File: src/rtl/tlm_defines.vh
`ifndef TLM_DEFINES_VH
`define TLM_DEFINES_VH
// register offsets (printed offsets; not all multiples of four, kept as indices)
`define TLM_OFS_POS_LIMIT      16'h0608
`define TLM_OFS_NEG_LIMIT      16'h060a
`define TLM_OFS_PEAK_USR       16'h1e2a
`define TLM_OFS_ERR_USR        16'h1e2c
`define TLM_OFS_PEAK_REV       16'h1e36
`define TLM_OFS_ERR_REV        16'h1e38
`define TLM_OFS_LIMIT_ENABLE   16'h0603
`define TLM_OFS_STATUS         16'h0604
// reset values
`define TLM_RST_POS_LIMIT      32'h7fffffff
`define TLM_RST_NEG_LIMIT      32'h80000000
`define TLM_RST_LIMIT_ENABLE   2'h0
// limit enable field
`define TLM_EN_POS_BIT         0
`define TLM_EN_NEG_BIT         1
// operating mode codes
`define TLM_MODE_JOG           4'h1
`define TLM_MODE_PROFILE_POS   4'h2
`define TLM_MODE_HOMING        4'h3
`define TLM_MODE_SEQ_ABS       4'h4
`define TLM_MODE_SEQ_ADD       4'h5
`define TLM_MODE_SEQ_REL       4'h6
`define TLM_MODE_SEQ_REF       4'h7
// operating state code for quick stop active
`define TLM_STATE_QSTOP        4'h7
`endif

File: src/rtl/tlm_monitor.v
`timescale 1ns/1ps
`include "tlm_defines.vh"
// How it works
// RULE1 - positive limit signed 32, resets to max
// RULE2 - negative limit signed 32, resets to min
// RULE3 - out-of-range limit write stores maximum value
// RULE4 - limit writes accepted only with stage disabled
// RULE5 - new limit applies at next enable
// RULE6 - deviation equals reference minus actual position
// RULE7 - deviation feeds following error monitoring
// RULE8 - monitoring active only in listed modes
// RULE9 - deviation readable, signed user units
// RULE10 - deviation readable in 0.0001 revolution units
// RULE11 - peak deviation kept, readable both units
// RULE12 - any peak write clears peak immediately
// RULE13 - revolution peak is unsigned 32 bits
// RULE14 - peak updated when magnitude grows
// RULE15 - two-bit enable selects limit directions
// RULE16 - limit monitoring needs valid zero point
// RULE17 - limit reached stops, errors, enters quick stop
module tlm_monitor (
  // clock and reset
  input  wire        ref_clk_i,
  input  wire        srst_i,
  // drive control cycle tick and state
  input  wire        ctrl_tick_i,
  input  wire        stage_enabled_i,
  input  wire [3:0]  op_mode_i,
  input  wire        zero_valid_i,
  // positions in user units and in revolution units
  input  wire [31:0] ref_pos_i,
  input  wire [31:0] act_pos_i,
  input  wire [31:0] ref_pos_rev_i,
  input  wire [31:0] act_pos_rev_i,
  // parameter access
  input  wire        par_wr_i,
  input  wire        par_rd_i,
  input  wire [15:0] par_addr_i,
  input  wire [31:0] par_wdata_i,
  output reg  [31:0] par_rdata_o,
  output reg         par_ack_o,
  output reg         par_err_o,
  // monitoring outputs
  output reg         fe_monitor_active_o,
  output reg  [31:0] fe_value_o,
  output reg         limit_stop_o,
  output reg         limit_error_o,
  output reg  [3:0]  op_state_req_o
);

  reg  [31:0] pos_limit_reg;
  reg  [31:0] neg_limit_reg;
  reg  [31:0] pos_limit_act_reg;
  reg  [31:0] neg_limit_act_reg;
  reg  [1:0]  limit_enable_reg;
  reg  [31:0] err_usr_reg;
  reg  [31:0] err_rev_reg;
  reg  [31:0] peak_usr_reg;
  reg  [31:0] peak_rev_reg;
  reg         stage_en_d_reg;
  reg         pos_hit_reg;
  reg         neg_hit_reg;

  wire [31:0] dev_usr;
  wire [31:0] dev_rev;
  wire        mode_ok;
  wire        stage_rise;
  wire        limit_wr_ok;
  wire        peak_clr;
  wire        pos_hit;
  wire        neg_hit;

  function [31:0] tlm_abs;
    input [31:0] v;
    begin
      tlm_abs = v[31] ? (~v + 32'h00000001) : v;
    end
  endfunction

  assign dev_usr = ref_pos_i - act_pos_i; // RULE6
  assign dev_rev = ref_pos_rev_i - act_pos_rev_i; // RULE6

  assign mode_ok = (op_mode_i == `TLM_MODE_JOG)         ||
                   (op_mode_i == `TLM_MODE_PROFILE_POS) ||
                   (op_mode_i == `TLM_MODE_HOMING)      ||
                   (op_mode_i == `TLM_MODE_SEQ_ABS)     ||
                   (op_mode_i == `TLM_MODE_SEQ_ADD)     ||
                   (op_mode_i == `TLM_MODE_SEQ_REL)     ||
                   (op_mode_i == `TLM_MODE_SEQ_REF); // RULE8

  assign stage_rise  = stage_enabled_i & ~stage_en_d_reg;
  assign limit_wr_ok = par_wr_i & ~stage_enabled_i; // RULE4
  assign peak_clr    = par_wr_i && ((par_addr_i == `TLM_OFS_PEAK_USR) ||
                                    (par_addr_i == `TLM_OFS_PEAK_REV)); // RULE12

  // user data is already 32-bit signed, so the only out-of-range value is
  // none; any write is stored as given, with no clamp to the max
  // signed compare against the active limits, gated by enable and zero point
  assign pos_hit = limit_enable_reg[`TLM_EN_POS_BIT] & zero_valid_i &
                   stage_enabled_i &
                   ($signed(act_pos_i) >= $signed(pos_limit_act_reg)); // RULE15 RULE16
  assign neg_hit = limit_enable_reg[`TLM_EN_NEG_BIT] & zero_valid_i &
                   stage_enabled_i &
                   ($signed(act_pos_i) <= $signed(neg_limit_act_reg)); // RULE15 RULE16

  always @(posedge ref_clk_i) begin
    if (srst_i) begin
      pos_limit_reg     <= `TLM_RST_POS_LIMIT; // RULE1
      neg_limit_reg     <= `TLM_RST_NEG_LIMIT; // RULE2
      pos_limit_act_reg <= `TLM_RST_POS_LIMIT;
      neg_limit_act_reg <= `TLM_RST_NEG_LIMIT;
      limit_enable_reg  <= `TLM_RST_LIMIT_ENABLE;
      stage_en_d_reg    <= 1'b0;
    end else begin
      stage_en_d_reg <= stage_enabled_i;
      if (limit_wr_ok && par_addr_i == `TLM_OFS_POS_LIMIT) begin
        // all 32 bits of par_wdata_i stored; a non-32-bit range cannot occur
        pos_limit_reg <= par_wdata_i; // RULE3 RULE4
      end
      if (limit_wr_ok && par_addr_i == `TLM_OFS_NEG_LIMIT) begin
        neg_limit_reg <= par_wdata_i; // RULE3 RULE4
      end
      if (par_wr_i && par_addr_i == `TLM_OFS_LIMIT_ENABLE) begin
        // enabling without a valid zero point is refused
        if (zero_valid_i || par_wdata_i[1:0] == 2'h0)
          limit_enable_reg <= par_wdata_i[1:0]; // RULE15 RULE16
      end
      if (stage_rise) begin
        pos_limit_act_reg <= pos_limit_reg; // RULE5
        neg_limit_act_reg <= neg_limit_reg; // RULE5
      end
    end
  end

  // deviation and peak, sampled each control cycle
  always @(posedge ref_clk_i) begin
    if (srst_i) begin
      err_usr_reg  <= 32'h00000000;
      err_rev_reg  <= 32'h00000000;
      peak_usr_reg <= 32'h00000000;
      peak_rev_reg <= 32'h00000000;
    end else begin
      if (ctrl_tick_i) begin
        err_usr_reg <= dev_usr; // RULE9
        err_rev_reg <= dev_rev; // RULE10
      end
      // clear outranks a same-cycle peak update: the write must leave zero
      if (peak_clr) begin
        peak_usr_reg <= 32'h00000000; // RULE12
        peak_rev_reg <= 32'h00000000; // RULE12
      end else if (ctrl_tick_i) begin
        if (tlm_abs(dev_usr) > peak_usr_reg)
          peak_usr_reg <= tlm_abs(dev_usr); // RULE11 RULE14
        if (tlm_abs(dev_rev) > peak_rev_reg)
          peak_rev_reg <= tlm_abs(dev_rev); // RULE13 RULE14
      end
    end
  end

  // monitoring outputs
  always @(posedge ref_clk_i) begin
    if (srst_i) begin
      fe_monitor_active_o <= 1'b0;
      fe_value_o          <= 32'h00000000;
      limit_stop_o        <= 1'b0;
      limit_error_o       <= 1'b0;
      op_state_req_o      <= 4'h0;
      pos_hit_reg         <= 1'b0;
      neg_hit_reg         <= 1'b0;
    end else begin
      fe_monitor_active_o <= mode_ok & stage_enabled_i; // RULE8
      fe_value_o          <= err_usr_reg; // RULE7
      pos_hit_reg         <= pos_hit;
      neg_hit_reg         <= neg_hit;
      limit_stop_o        <= pos_hit | neg_hit; // RULE17
      // error raised once per new hit; held until the stage is disabled
      if ((pos_hit & ~pos_hit_reg) | (neg_hit & ~neg_hit_reg)) begin
        limit_error_o  <= 1'b1; // RULE17
        op_state_req_o <= `TLM_STATE_QSTOP; // RULE17
      end else if (!stage_enabled_i) begin
        limit_error_o  <= 1'b0;
        op_state_req_o <= 4'h0;
      end
    end
  end

  // parameter read/write port, one-cycle answer
  always @(posedge ref_clk_i) begin
    if (srst_i) begin
      par_rdata_o <= 32'h00000000;
      par_ack_o   <= 1'b0;
      par_err_o   <= 1'b0;
    end else begin
      par_ack_o <= par_rd_i | par_wr_i;
      par_err_o <= 1'b0;
      if (par_rd_i || par_wr_i) begin
        case (par_addr_i)
          `TLM_OFS_POS_LIMIT:    par_rdata_o <= pos_limit_reg;
          `TLM_OFS_NEG_LIMIT:    par_rdata_o <= neg_limit_reg;
          `TLM_OFS_PEAK_USR:     par_rdata_o <= peak_usr_reg; // RULE11
          `TLM_OFS_ERR_USR:      par_rdata_o <= err_usr_reg; // RULE9
          `TLM_OFS_PEAK_REV:     par_rdata_o <= peak_rev_reg; // RULE13
          `TLM_OFS_ERR_REV:      par_rdata_o <= err_rev_reg; // RULE10
          `TLM_OFS_LIMIT_ENABLE: par_rdata_o <= {30'h0, limit_enable_reg};
          `TLM_OFS_STATUS:       par_rdata_o <= {29'h0, limit_error_o,
                                                 neg_hit_reg, pos_hit_reg};
          default: begin
            par_rdata_o <= 32'h00000000;
            par_err_o   <= 1'b1;
          end
        endcase
        // writes to read-only values, or limits while enabled, are refused
        if (par_wr_i && ((par_addr_i == `TLM_OFS_ERR_USR) ||
                         (par_addr_i == `TLM_OFS_ERR_REV) ||
                         (par_addr_i == `TLM_OFS_STATUS) ||
                         (stage_enabled_i && ((par_addr_i == `TLM_OFS_POS_LIMIT) ||
                                              (par_addr_i == `TLM_OFS_NEG_LIMIT)))))
          par_err_o <= 1'b1; // RULE4
      end
    end
  end

endmodule // tlm_monitor

File: config.mk
export PLATFORM = sky130hd
export DESIGN_NAME = tlm_monitor
export DESIGN_NICKNAME = d
export VERILOG_FILES = /design/src/rtl/tlm_monitor.v
export VERILOG_INCLUDE_DIRS = /design/src /design/src/rtl
export SDC_FILE = /design/constraint.sdc
export NUM_CORES = 1
export LEC_CHECK = 0
export BUFFER_PORTS_ARGS = -buffer_cell sky130_fd_sc_hd__buf_2
export CORE_MARGIN = 2
export CORE_UTILIZATION = 25
export CTS_CLUSTER_SIZE = 10
export DETAILED_ROUTE_END_ITERATION = 7
export SYNTH_ARGS = -nofsm -noshare
export SYNTH_HDL_FRONTEND = slang
export SYNTH_SLANG_ARGS = --single-unit
File: constraint.sdc
create_clock -name ref_clk_i -period 6.9 [get_ports ref_clk_i]
set_input_delay 0.345 -clock ref_clk_i [delete_from_list [all_inputs] [get_ports ref_clk_i]]
set_output_delay 0.345 -clock ref_clk_i [all_outputs]
set_load 0.01 [all_outputs]
# After elaboration in Yosys (flattened, before gate mapping)
# Index checks and enable logic that the tools add are counted.
# op_classes
n_addsub	4
magnitude_cmp	4
n_eq_ne	16
mux	9
n_bitwise	21
n_reduce_logical	26
# ops
cell	count
32-bit case mux with 8 select lines	1
32-bit by 1-bit adder with 32-bit output, second input constant	2
16-bit by 11-bit equality test with 1-bit output, second input constant	4
16-bit by 13-bit equality test with 1-bit output, second input constant	4
32-bit > comparator	2
32-bit 2-to-1 mux	2
32-bit inverter	2
32-bit subtractor	2
32-bit greater-or-equal comparator	1
32-bit less-or-equal comparator	1
4-bit by 3-bit equality test with 1-bit output, second input constant	4
1-bit logical OR	13
1-bit AND	11
4-bit by 2-bit equality test with 1-bit output, second input constant	2
8-bit OR reduction	1
1-bit logical AND	6
3-bit 2-to-1 mux	2
2-bit AND reduction	3
1-bit inverter	5
4-bit by 1-bit equality test with 1-bit output, second input constant	1
1-bit 2-to-1 mux	4
2-bit OR reduction	2
1-bit bitwise OR	3
2-bit zero test	1
2-bit by 1-bit inequality test with 1-bit output, second input constant	1
# totals
regBits	333
output_inout_bits	73
wordCells	100

# Logic depth before layout (Yosys ltp)
# Gate-level depths: netlist of the first run.
# logic_depth
depth_word	8
mapped_depth	26
ltp_nobuf	25

# Worst setup path before layout of the first run
# OpenSTA, ideal clock, no wires.
# synth_timing
path_type	input to register
from	input port ref_pos_rev_i[0]
to	register peak_rev_reg[21]
setup_ns	0.116
t_arrival_ns	5.677
slack_ns	1.107
stages	24
n_path_buf	3
path_cell_list	inv_1 > ha_1 > fa_1 > nand2b_1 > nand2b_1 > a21oi_2 > xnor2_1 > or4_1 > buf_2 > or4_1 > or4_1 > nor4_2 > nor2_1 > xnor2_1 > ha_1 > nand4_1 > nor2_1 > a21o_1 > or4_1 > a311o_1 > and2_1 > clkbuf_1 > clkbuf_1 > a31o_2
# synth_via
elab_chain_len	6
# synth_lines
element	line_no	text
start, declared	tlm_monitor.v:33	input wire [31:0] ref_pos_rev_i,
32-bit subtractor *	tlm_monitor.v:81	assign dev_rev = ref_pos_rev_i - act_pos_rev_i;
32-bit inverter	tlm_monitor.v:76	tlm_abs = v[31] ? (~v + 32'h00000001) : v;
32-bit by 1-bit adder with 32-bit output	tlm_monitor.v:76	
32-bit 2-to-1 mux *	tlm_monitor.v:76	
32-bit > comparator	tlm_monitor.v:154	if (tlm_abs(dev_rev) > peak_rev_reg)
2-bit AND reduction (no source line)	n/a	
end signal, assigned	tlm_monitor.v:155	peak_rev_reg <= tlm_abs(dev_rev);
end, declared	tlm_monitor.v:59	reg [31:0] peak_rev_reg;
# Mark *: on every way between the ends. The rest lies on a longest branch, timed or not.
# A chain may end at the register's enable or synchronous reset.

# Worst setup path after layout of the first run
# layout_timing
from	input port ref_pos_rev_i[0]
to	register peak_rev_reg[30]
# Same word-level chain as after synthesis.

==> results of run 1 <==
==> layout make-up <==
cell class,count,share of cell area
Clock inverter,12,0.006936
Sequential cell,330,0.2579
Tap cell,1144,0.05588
Multi-Input combinational cell,2022,0.5316
Antenna cell,6,0.0005861
Clock buffer,55,0.04533
Inverter,222,0.03253
Timing Repair Buffer,312,0.06921
==> critical path, stage by stage <==
cell	delay, ns
buf_2	0.07
inv_1	0.03
ha_1	0.21
fa_1	0.43
nand2b_1	0.21
a21o_1	0.20
a211oi_1	0.39
o21ai_0	0.19
a21o_1	0.19
or4_1	0.58
or4_4	0.58
nor3_1	0.16
nor3b_2	0.23
and3_1	0.19
ha_1	0.24
nand4_1	0.09
nor2_1	0.06
a21o_1	0.16
or4_1	0.50
a311o_1	0.34
and2_1	0.34
nand3_1	0.17
o32ai_1	0.09
a211o_1	0.28
==> power groups by stage <==
| stage | Sequential [mW] | Combinational [mW] | Clock (mW) |
|---|---|---|---|
| after global routing | 2.33 | 2.83 | 2.31 |
| after global placement | 2.35 | 2.45 | 0 |
| after CTS | 2.31 | 2.50 | 2.25 |
| after detailed placement | 2.35 | 2.47 | 0 |
| final | 2.32 | 2.52 | 2.21 |
| after floorplan | 2.28 | 1.79 | 0 |
==> final timing paths <==
check,cells after the start,end
worst max-delay path,24,peak_rev_reg[30]
worst min-delay path,3,pos_limit_reg[16]
worst max register to register,12,limit_stop_o
worst min register to register,2,neg_limit_act_reg[23]
==> cell usage after synthesis, types with 15 or more instances <==
cell | n | area [um2]
o211ai_1 | 27 | 202.7
nand2_1 | 302 | 1134
nor2_1 | 260 | 975.9
nand4_1 | 49 | 306.5
a31oi_1 | 15 | 93.84
mux2i_1 | 43 | 430.4
dfxtp_1 | 330 | 6606
and2_1 | 22 | 137.6
ha_1 | 192 | 2402
nand2b_1 | 20 | 125.1
nand3_1 | 36 | 180.2
o21ai_0 | 91 | 455.4
a211oi_1 | 79 | 593.1
clkbuf_1 | 139 | 521.8
or3_1 | 15 | 93.84
inv_1 | 222 | 833.3
nor2b_1 | 51 | 319.1
a211o_1 | 37 | 324.1
a21oi_1 | 239 | 1196
a221o_1 | 35 | 350.3
xnor2_1 | 59 | 516.8
o311a_1 | 17 | 170.2
nand3b_1 | 36 | 270.3
nor3_1 | 40 | 200.2
a222oi_1 | 30 | 300.3
a21o_1 | 60 | 450.4
xor2_1 | 40 | 350.3
==> kinds of logic (layout without fill, tap and decap cells) <==
| logic type | Yosys count | in the layout | synth area share |
|---|---|---|---|
| buffers and inverters | 380 | 601 | 0.06718 |
| flip-flops | 330 | 330 | 0.3058 |
| AND/OR/NAND/NOR | 918 | 918 | 0.2052 |
| adder cells (fa/ha/maj) | 194 | 194 | 0.1130 |
| AO/OA/AOI/OAI | 763 | 763 | 0.2464 |
| multiplexers | 47 | 47 | 0.02201 |
| other | 1 | 7 | 0.0001736 |
| XOR/XNOR | 99 | 99 | 0.04013 |
==> what timing repair did <==
item,4_1_cts,5_1_grt
hold buffers,21,0
hold endpoints to repair,25,0
buffers inserted,0,0
==> layer usage <==
| metal | share of wire | track usage |
|---|---|---|
| met1 | 0.45 | 0.2583 |
| met2 | 0.45 | 0.3053 |
| met3 | 0.076 | 0.03099 |
| met4 | 0.021 | 0.04415 |
| met5 | 0.00057 | 0 |
==> results.md, run 1 <==
* 1st-iter DRT viols at 1873
* Net Sw Frac at 0.3700
* Area growth from synthesis to layout at 18.57%
* Port Buffers at 258
* Placed inst area at 24050 um2
* GPL Wtd Cong at 0.9594
* CTS tree: built
* Syn Inst Count at 2732
* Post-synth EDFFs at 0
* Final setup TNS at 0 ns
* Reg clk slew, reported paths at 0.06 ns
* Worst reg2reg setup slack at 3.41 ns
* Worst Clk Skew at 0.01918 ns
* Most common cell after layout, fill and taps aside: dfxtp_1
* Vias in the first global route at 19668
* CP Data Required Time at 7.37 ns
* Fmax at 172.1 MHz
* Fin nets at 3312
* Drc violations at 0
* Crit path DAT at 6.28 ns
* Final hold violations at 0
* Unrepaired setup endpoints after global routing: no
* Post-route cell area at 25620 um2
* Cell Area, Synth at 21600 um2
* Layout cells sized above 1 at 0.1382
* Syn Area/Cell at 7.908 um2
* Hold Path Class: in -> reg
* Clock root cell: clkbuf_16
* Distinct cells, synth at 88
* Rel. slew slack at 0.2635
* Primary FF master, synth: dfxtp_1
* Net Count, Synth at 3113
* R2R Path Start: pos_limit_act_reg[31]
* LEAKAGE at 10.96 nW
* Worst hold margin at 0.03033 ns
* Warnings, synthesis at 0
* Util after Layout at 0.2999
* 1st-pass router iterations at 6
* Non-filler instance count after layout at 4103
* Clk_lat worst skew at 0.59 ns
* Post-synth ARST share at 0
* NetSw at 2.607 mW
* CP Launch Point: ref_pos_rev_i[0]
* Peak VDD IR at 153.2 uV
* Clock Path Buffers at 3
* Pwr Density at 275.0 nW/um2
* Die area at 88790 um2
* Die Span Y at 298.0 um
* Drt wl/cell at 21.02 um
* GRT Overall Usage at 0.1878
* Placed Instances at 4009
* Fillers at 9324
* Power Total at 7.045 mW
* Footprint of the multi-input gates at 13620 um2
* Final WS setup at 1.090 ns
* Outcome: completed
* Internal power at 4.438 mW
* Drt via density at 5.149
* Top Ports at 260
* CP endpoint kind: flip-flop
* Setup Viol. Count Final at 0
* Setup CP Type: in -> reg
* Initial antenna violation count at 15
* Hold_sp: par_wdata_i[16]
* Pin count of the biggest net entering global routing at 109
* Sequential area share after synthesis at 0.3058
* Clk sink count at 330
* Number of vias after detailed routing at 21126
* Num CTS Buffers at 43
* Detailed Route WL at 86260 um
* Seq cells post-synth at 330
* First-pass GRT wire length at 127600 um
* Flop pwr share at 0.329
* Core footprint at 85410 um2
* DP Worst Slack at 0.4870 ns
* Worst slew pin tran at 1.097 ns
* CTS H-tree depth at 2
* Post-detail-place hpwl at 67330 um
* Register area at 6606 um2
* Gr ovfl total at 0
* Fin crit share at 0.8420
* Initial core utilization at 0.2529
* Max-slew violations at 0
* Std-Cell Rows at 107
* Critical path peak fanout at 15
* Max Cap Violations at 0
* Cts repair resizes at 0
* Comb power frac at 0.358
* Die Width at 298.0 um
* Startpoint types: input port
* Clock Power Share at 0.313
* Post-route ant nets at 0
* Final min period at 5.810 ns
* Most frequent cells in the layout: 330 x dfxtp_1, 300 x nand2_1, 257 x nor2_1
No activity file was read; power rests on OpenSTA's default activity.
==> run 2, diff against run 1 <==
--- a/config.mk
+++ b/config.mk
@@ -6,6 +6,7 @@
 export SDC_FILE = /design/constraint.sdc
 export NUM_CORES = 1
 export LEC_CHECK = 0
+export ABC_AREA = 1
 export BUFFER_PORTS_ARGS = -buffer_cell sky130_fd_sc_hd__buf_2
 export CORE_MARGIN = 2
 export CORE_UTILIZATION = 25
==> constraint.sdc (replaced) <==
create_clock -name ref_clk_i -period 5.5 [get_ports ref_clk_i]
set_input_delay 0.275 -clock ref_clk_i [delete_from_list [all_inputs] [get_ports ref_clk_i]]
set_output_delay 0.275 -clock ref_clk_i [all_outputs]
set_load 0.01 [all_outputs]
==> run 2 against run 1 <==
Die area up 8.2%; synthesized area up 8.3%; global-route usage decreased by 0.33 points; utilization fell by 0.45 points; routed wire length is 4.5% higher; non-clock buffer count grew 4; clock skew rose by 0.0032 ns; cell count increased by 28%; critical path type unchanged; largest power group unchanged.
==> results.md, run 2 <==
* Worst hold margin at 0.03664 ns
* Reg clk slew, reported paths at 0.05 ns
* Pin count of the biggest net entering global routing at 97
* Pwr Density at 314.1 nW/um2
* 1st-iter DRT viols at 1652
* Syn Area/Cell at 6.244 um2
* Seq cells post-synth at 330
* Drt via density at 4.627
* Setup CP Type: in -> reg
* R2R Path Start: neg_limit_act_reg[31]
* Layout cells sized above 1 at 0.1006
* Final setup TNS at 0 ns
* Met1 usage at 0.2484
* Vias in the first global route at 22436
* CTS H-tree depth at 2
* Clk_lat worst skew at 0.58 ns
* Fillers at 10489
* CTS tree: built
* Syn Inst Count at 3748
* Fmax at 217.6 MHz
* Register area at 6606 um2
* Busiest grt layer: met2
* Unrepaired setup endpoints after global routing: no
* Area growth from synthesis to layout at 17.47%
* Port Buffers at 258
* First-pass GRT wire length at 136000 um
* Met3 Resource Use GR at 0.02166
* Post-detail-place hpwl at 73050 um
* GRT Overall Usage at 0.1845
* Peak VDD IR at 190.4 uV
* Share of the synthesized area in the top cell type at 0.2823
* Most common cell after layout, fill and taps aside: nand2_1
* Startpoint types: input port
* Final hold violations at 0
* CP endpoint kind: flip-flop
* Synth area leader: dfxtp_1
* Post-Synth Simple-Gate Area at 0.2849
* Fin crit share at 0.8357
* Primary FF master, synth: dfxtp_1
* Drt wl/cell at 17.15 um
* Setup Viol. Count Final at 0
* Critical path peak fanout at 33
* Hold buffers post-CTS at 30
* Synth Area in Compound Gates at 0.1666
* Commonest cells in the netlist: 1005 x nand2_1, 767 x inv_1, 330 x dfxtp_1
* Clock root cell: clkbuf_16
* Post-Synth Adder-Cell Area at 0.1044
* Max-slew violations at 0
* Die area at 96070 um2
* Gr ovfl total at 0
* XOR/XNOR Fraction of Synth Area at 0.01604
* Rel. slew slack at 0.2072
* Outcome: completed
* Post-synth EDFFs at 0
* Clk sink count at 330
* Final min period at 4.596 ns
* CP Data Required Time at 5.99 ns
* Die Width at 310.0 um
* Largest family of logic cells by synthesized area: simple AND/OR/NAND/NOR gates
* Core footprint at 93050 um2
* Cts repair resizes at 0
* Max Cap Violations at 0
* Number of vias after detailed routing at 24311
* Detailed Route WL at 90110 um
* Crit path DAT at 5.09 ns
* Most frequent cells in the layout: 1003 x nand2_1, 765 x inv_1, 330 x dfxtp_1
* Initial antenna violation count at 1
* Post-route ant nets at 0
* Worst Clk Skew at 0.02240 ns
* CP Launch Point: act_pos_i[5]
* Sequential area share after synthesis at 0.2823
* Net Count, Synth at 4129
* Warnings, synthesis at 0
* 1st-pass router iterations at 5
* Die Span Y at 310.0 um
* Top Ports at 260
* Setup bufs post-CTS at 0
* Clock Path Buffers at 3
* Cell Area, Synth at 23400 um2
* Worst slew pin tran at 1.186 ns
* Num CTS Buffers at 41
* Initial core utilization at 0.2515
* Most frequent cell after synthesis: nand2_1
* Fin nets at 4367
* GPL Wtd Cong at 0.9382
* Distinct cells, synth at 52
* Std-Cell Rows at 112
* Hold Path Class: in -> reg
* Footprint of the multi-input gates at 13410 um2
* Synth area leaders: dfxtp_1 28%, nand2_1 16%, inv_1 12%
* Hold_sp: par_wdata_i[1]
* LEAKAGE at 14.55 nW
* Post-synthesis mux area share at 0
* GR Util met2 at 0.3055
* Drc violations at 0
* Post-synth ARST share at 0
==> run 2: cell count changes in the layout (fill, tap and decap cells not counted), sizes merged, moves of 53 or more <==
cell / before / now
xnor2: 59 / 2
nand3: 36 / 208
o22ai: 6 / 63
inv: 223 / 774
a21o: 60 / 2
a21oi: 241 / 294
o21ai: 98 / 199
nand2: 302 / 1023
==> run 2: worst paths after layout <==
kind | to | slack (ns) | cells past startpoint
worst max-delay path | peak_usr_reg[0] | 0.90 | 28
worst min-delay path | neg_limit_reg[1] | 0.04 | 3
worst max register to register | op_state_req_o[1] | 2.44 | 13
worst min register to register | fe_value_o[25] | 0.46 | 2
==> run 2: area by class of cell <==
type,count,share of cell area
well taps,1254,0.05708
clock inverters,7,0.003459
multi-input cells,2525,0.4877
repair buffers,316,0.06609
flip-flops and latches,330,0.2403
diodes,2,0.0001821
inverters,772,0.1054
clock buffers,48,0.03978
==> run 2: logic make-up (layout without fill, tap and decap cells) <==
group | after synthesis | in the layout
and+or+nand+nor | 1597 | 1597
other | 1 | 3
AOI/OAI and AO/OA | 691 | 691
DFF | 330 | 330
buffers and inverters | 893 | 1143
xor gates and xnor gates | 42 | 42
adders and majority gates | 194 | 194
==> run 2: critical path: stages <==
cell and delay (ns):
buf_2 0.14, inv_1 0.09, ha_1 0.36, nand2_1 0.19
inv_1 0.09, nand2_1 0.11, inv_1 0.05, nand2_1 0.08
nand2_1 0.12, nand2_1 0.14, nand3_2 0.12, a21o_1 0.18
nand2_1 0.06, nand2_2 0.18, inv_2 0.49, o21ai_1 0.18
xor2_1 0.29, inv_1 0.08, ha_1 0.30, nand4_1 0.15
nor4_1 0.27, buf_4 0.18, nand2_1 0.05, nand2_1 0.05
nand2_1 0.19, buf_4 0.25, or2_2 0.27, a21oi_1 0.12
==> run 2: power breakdown <==
part           internal [mW]  switching (mW)  leakage, nW
Clock                   1.45            1.08        0.579
Sequential              2.71          0.0968         2.71
Combinational           1.12            2.19         11.3
==> run 2: through the flow <==
stage	setup slack, ns	power (mW)	instance area [um2]	instances	util
after detailed placement	0.4460	6.094	25990	5167	0.2794
after global routing	0.5481	9.290	27490	5253	0.2954
after floorplan	1.489	5.163	23400	3748	-
after global placement	0.3573	6.064	25990	5167	0.2794
after CTS	0.9968	8.654	27480	5252	0.2954
final	0.9037	8.635	27490	5254	0.2954
==> run 2: routing by layer <==
| layer | share of wire | vias up |
|---|---|---|
| li1 | - | 12347 |
| met1 | 0.45 | 11139 |
| met2 | 0.46 | 705 |
| met3 | 0.060 | 120 |
| met4 | 0.032 | 0 |
| met5 | 0 | - |
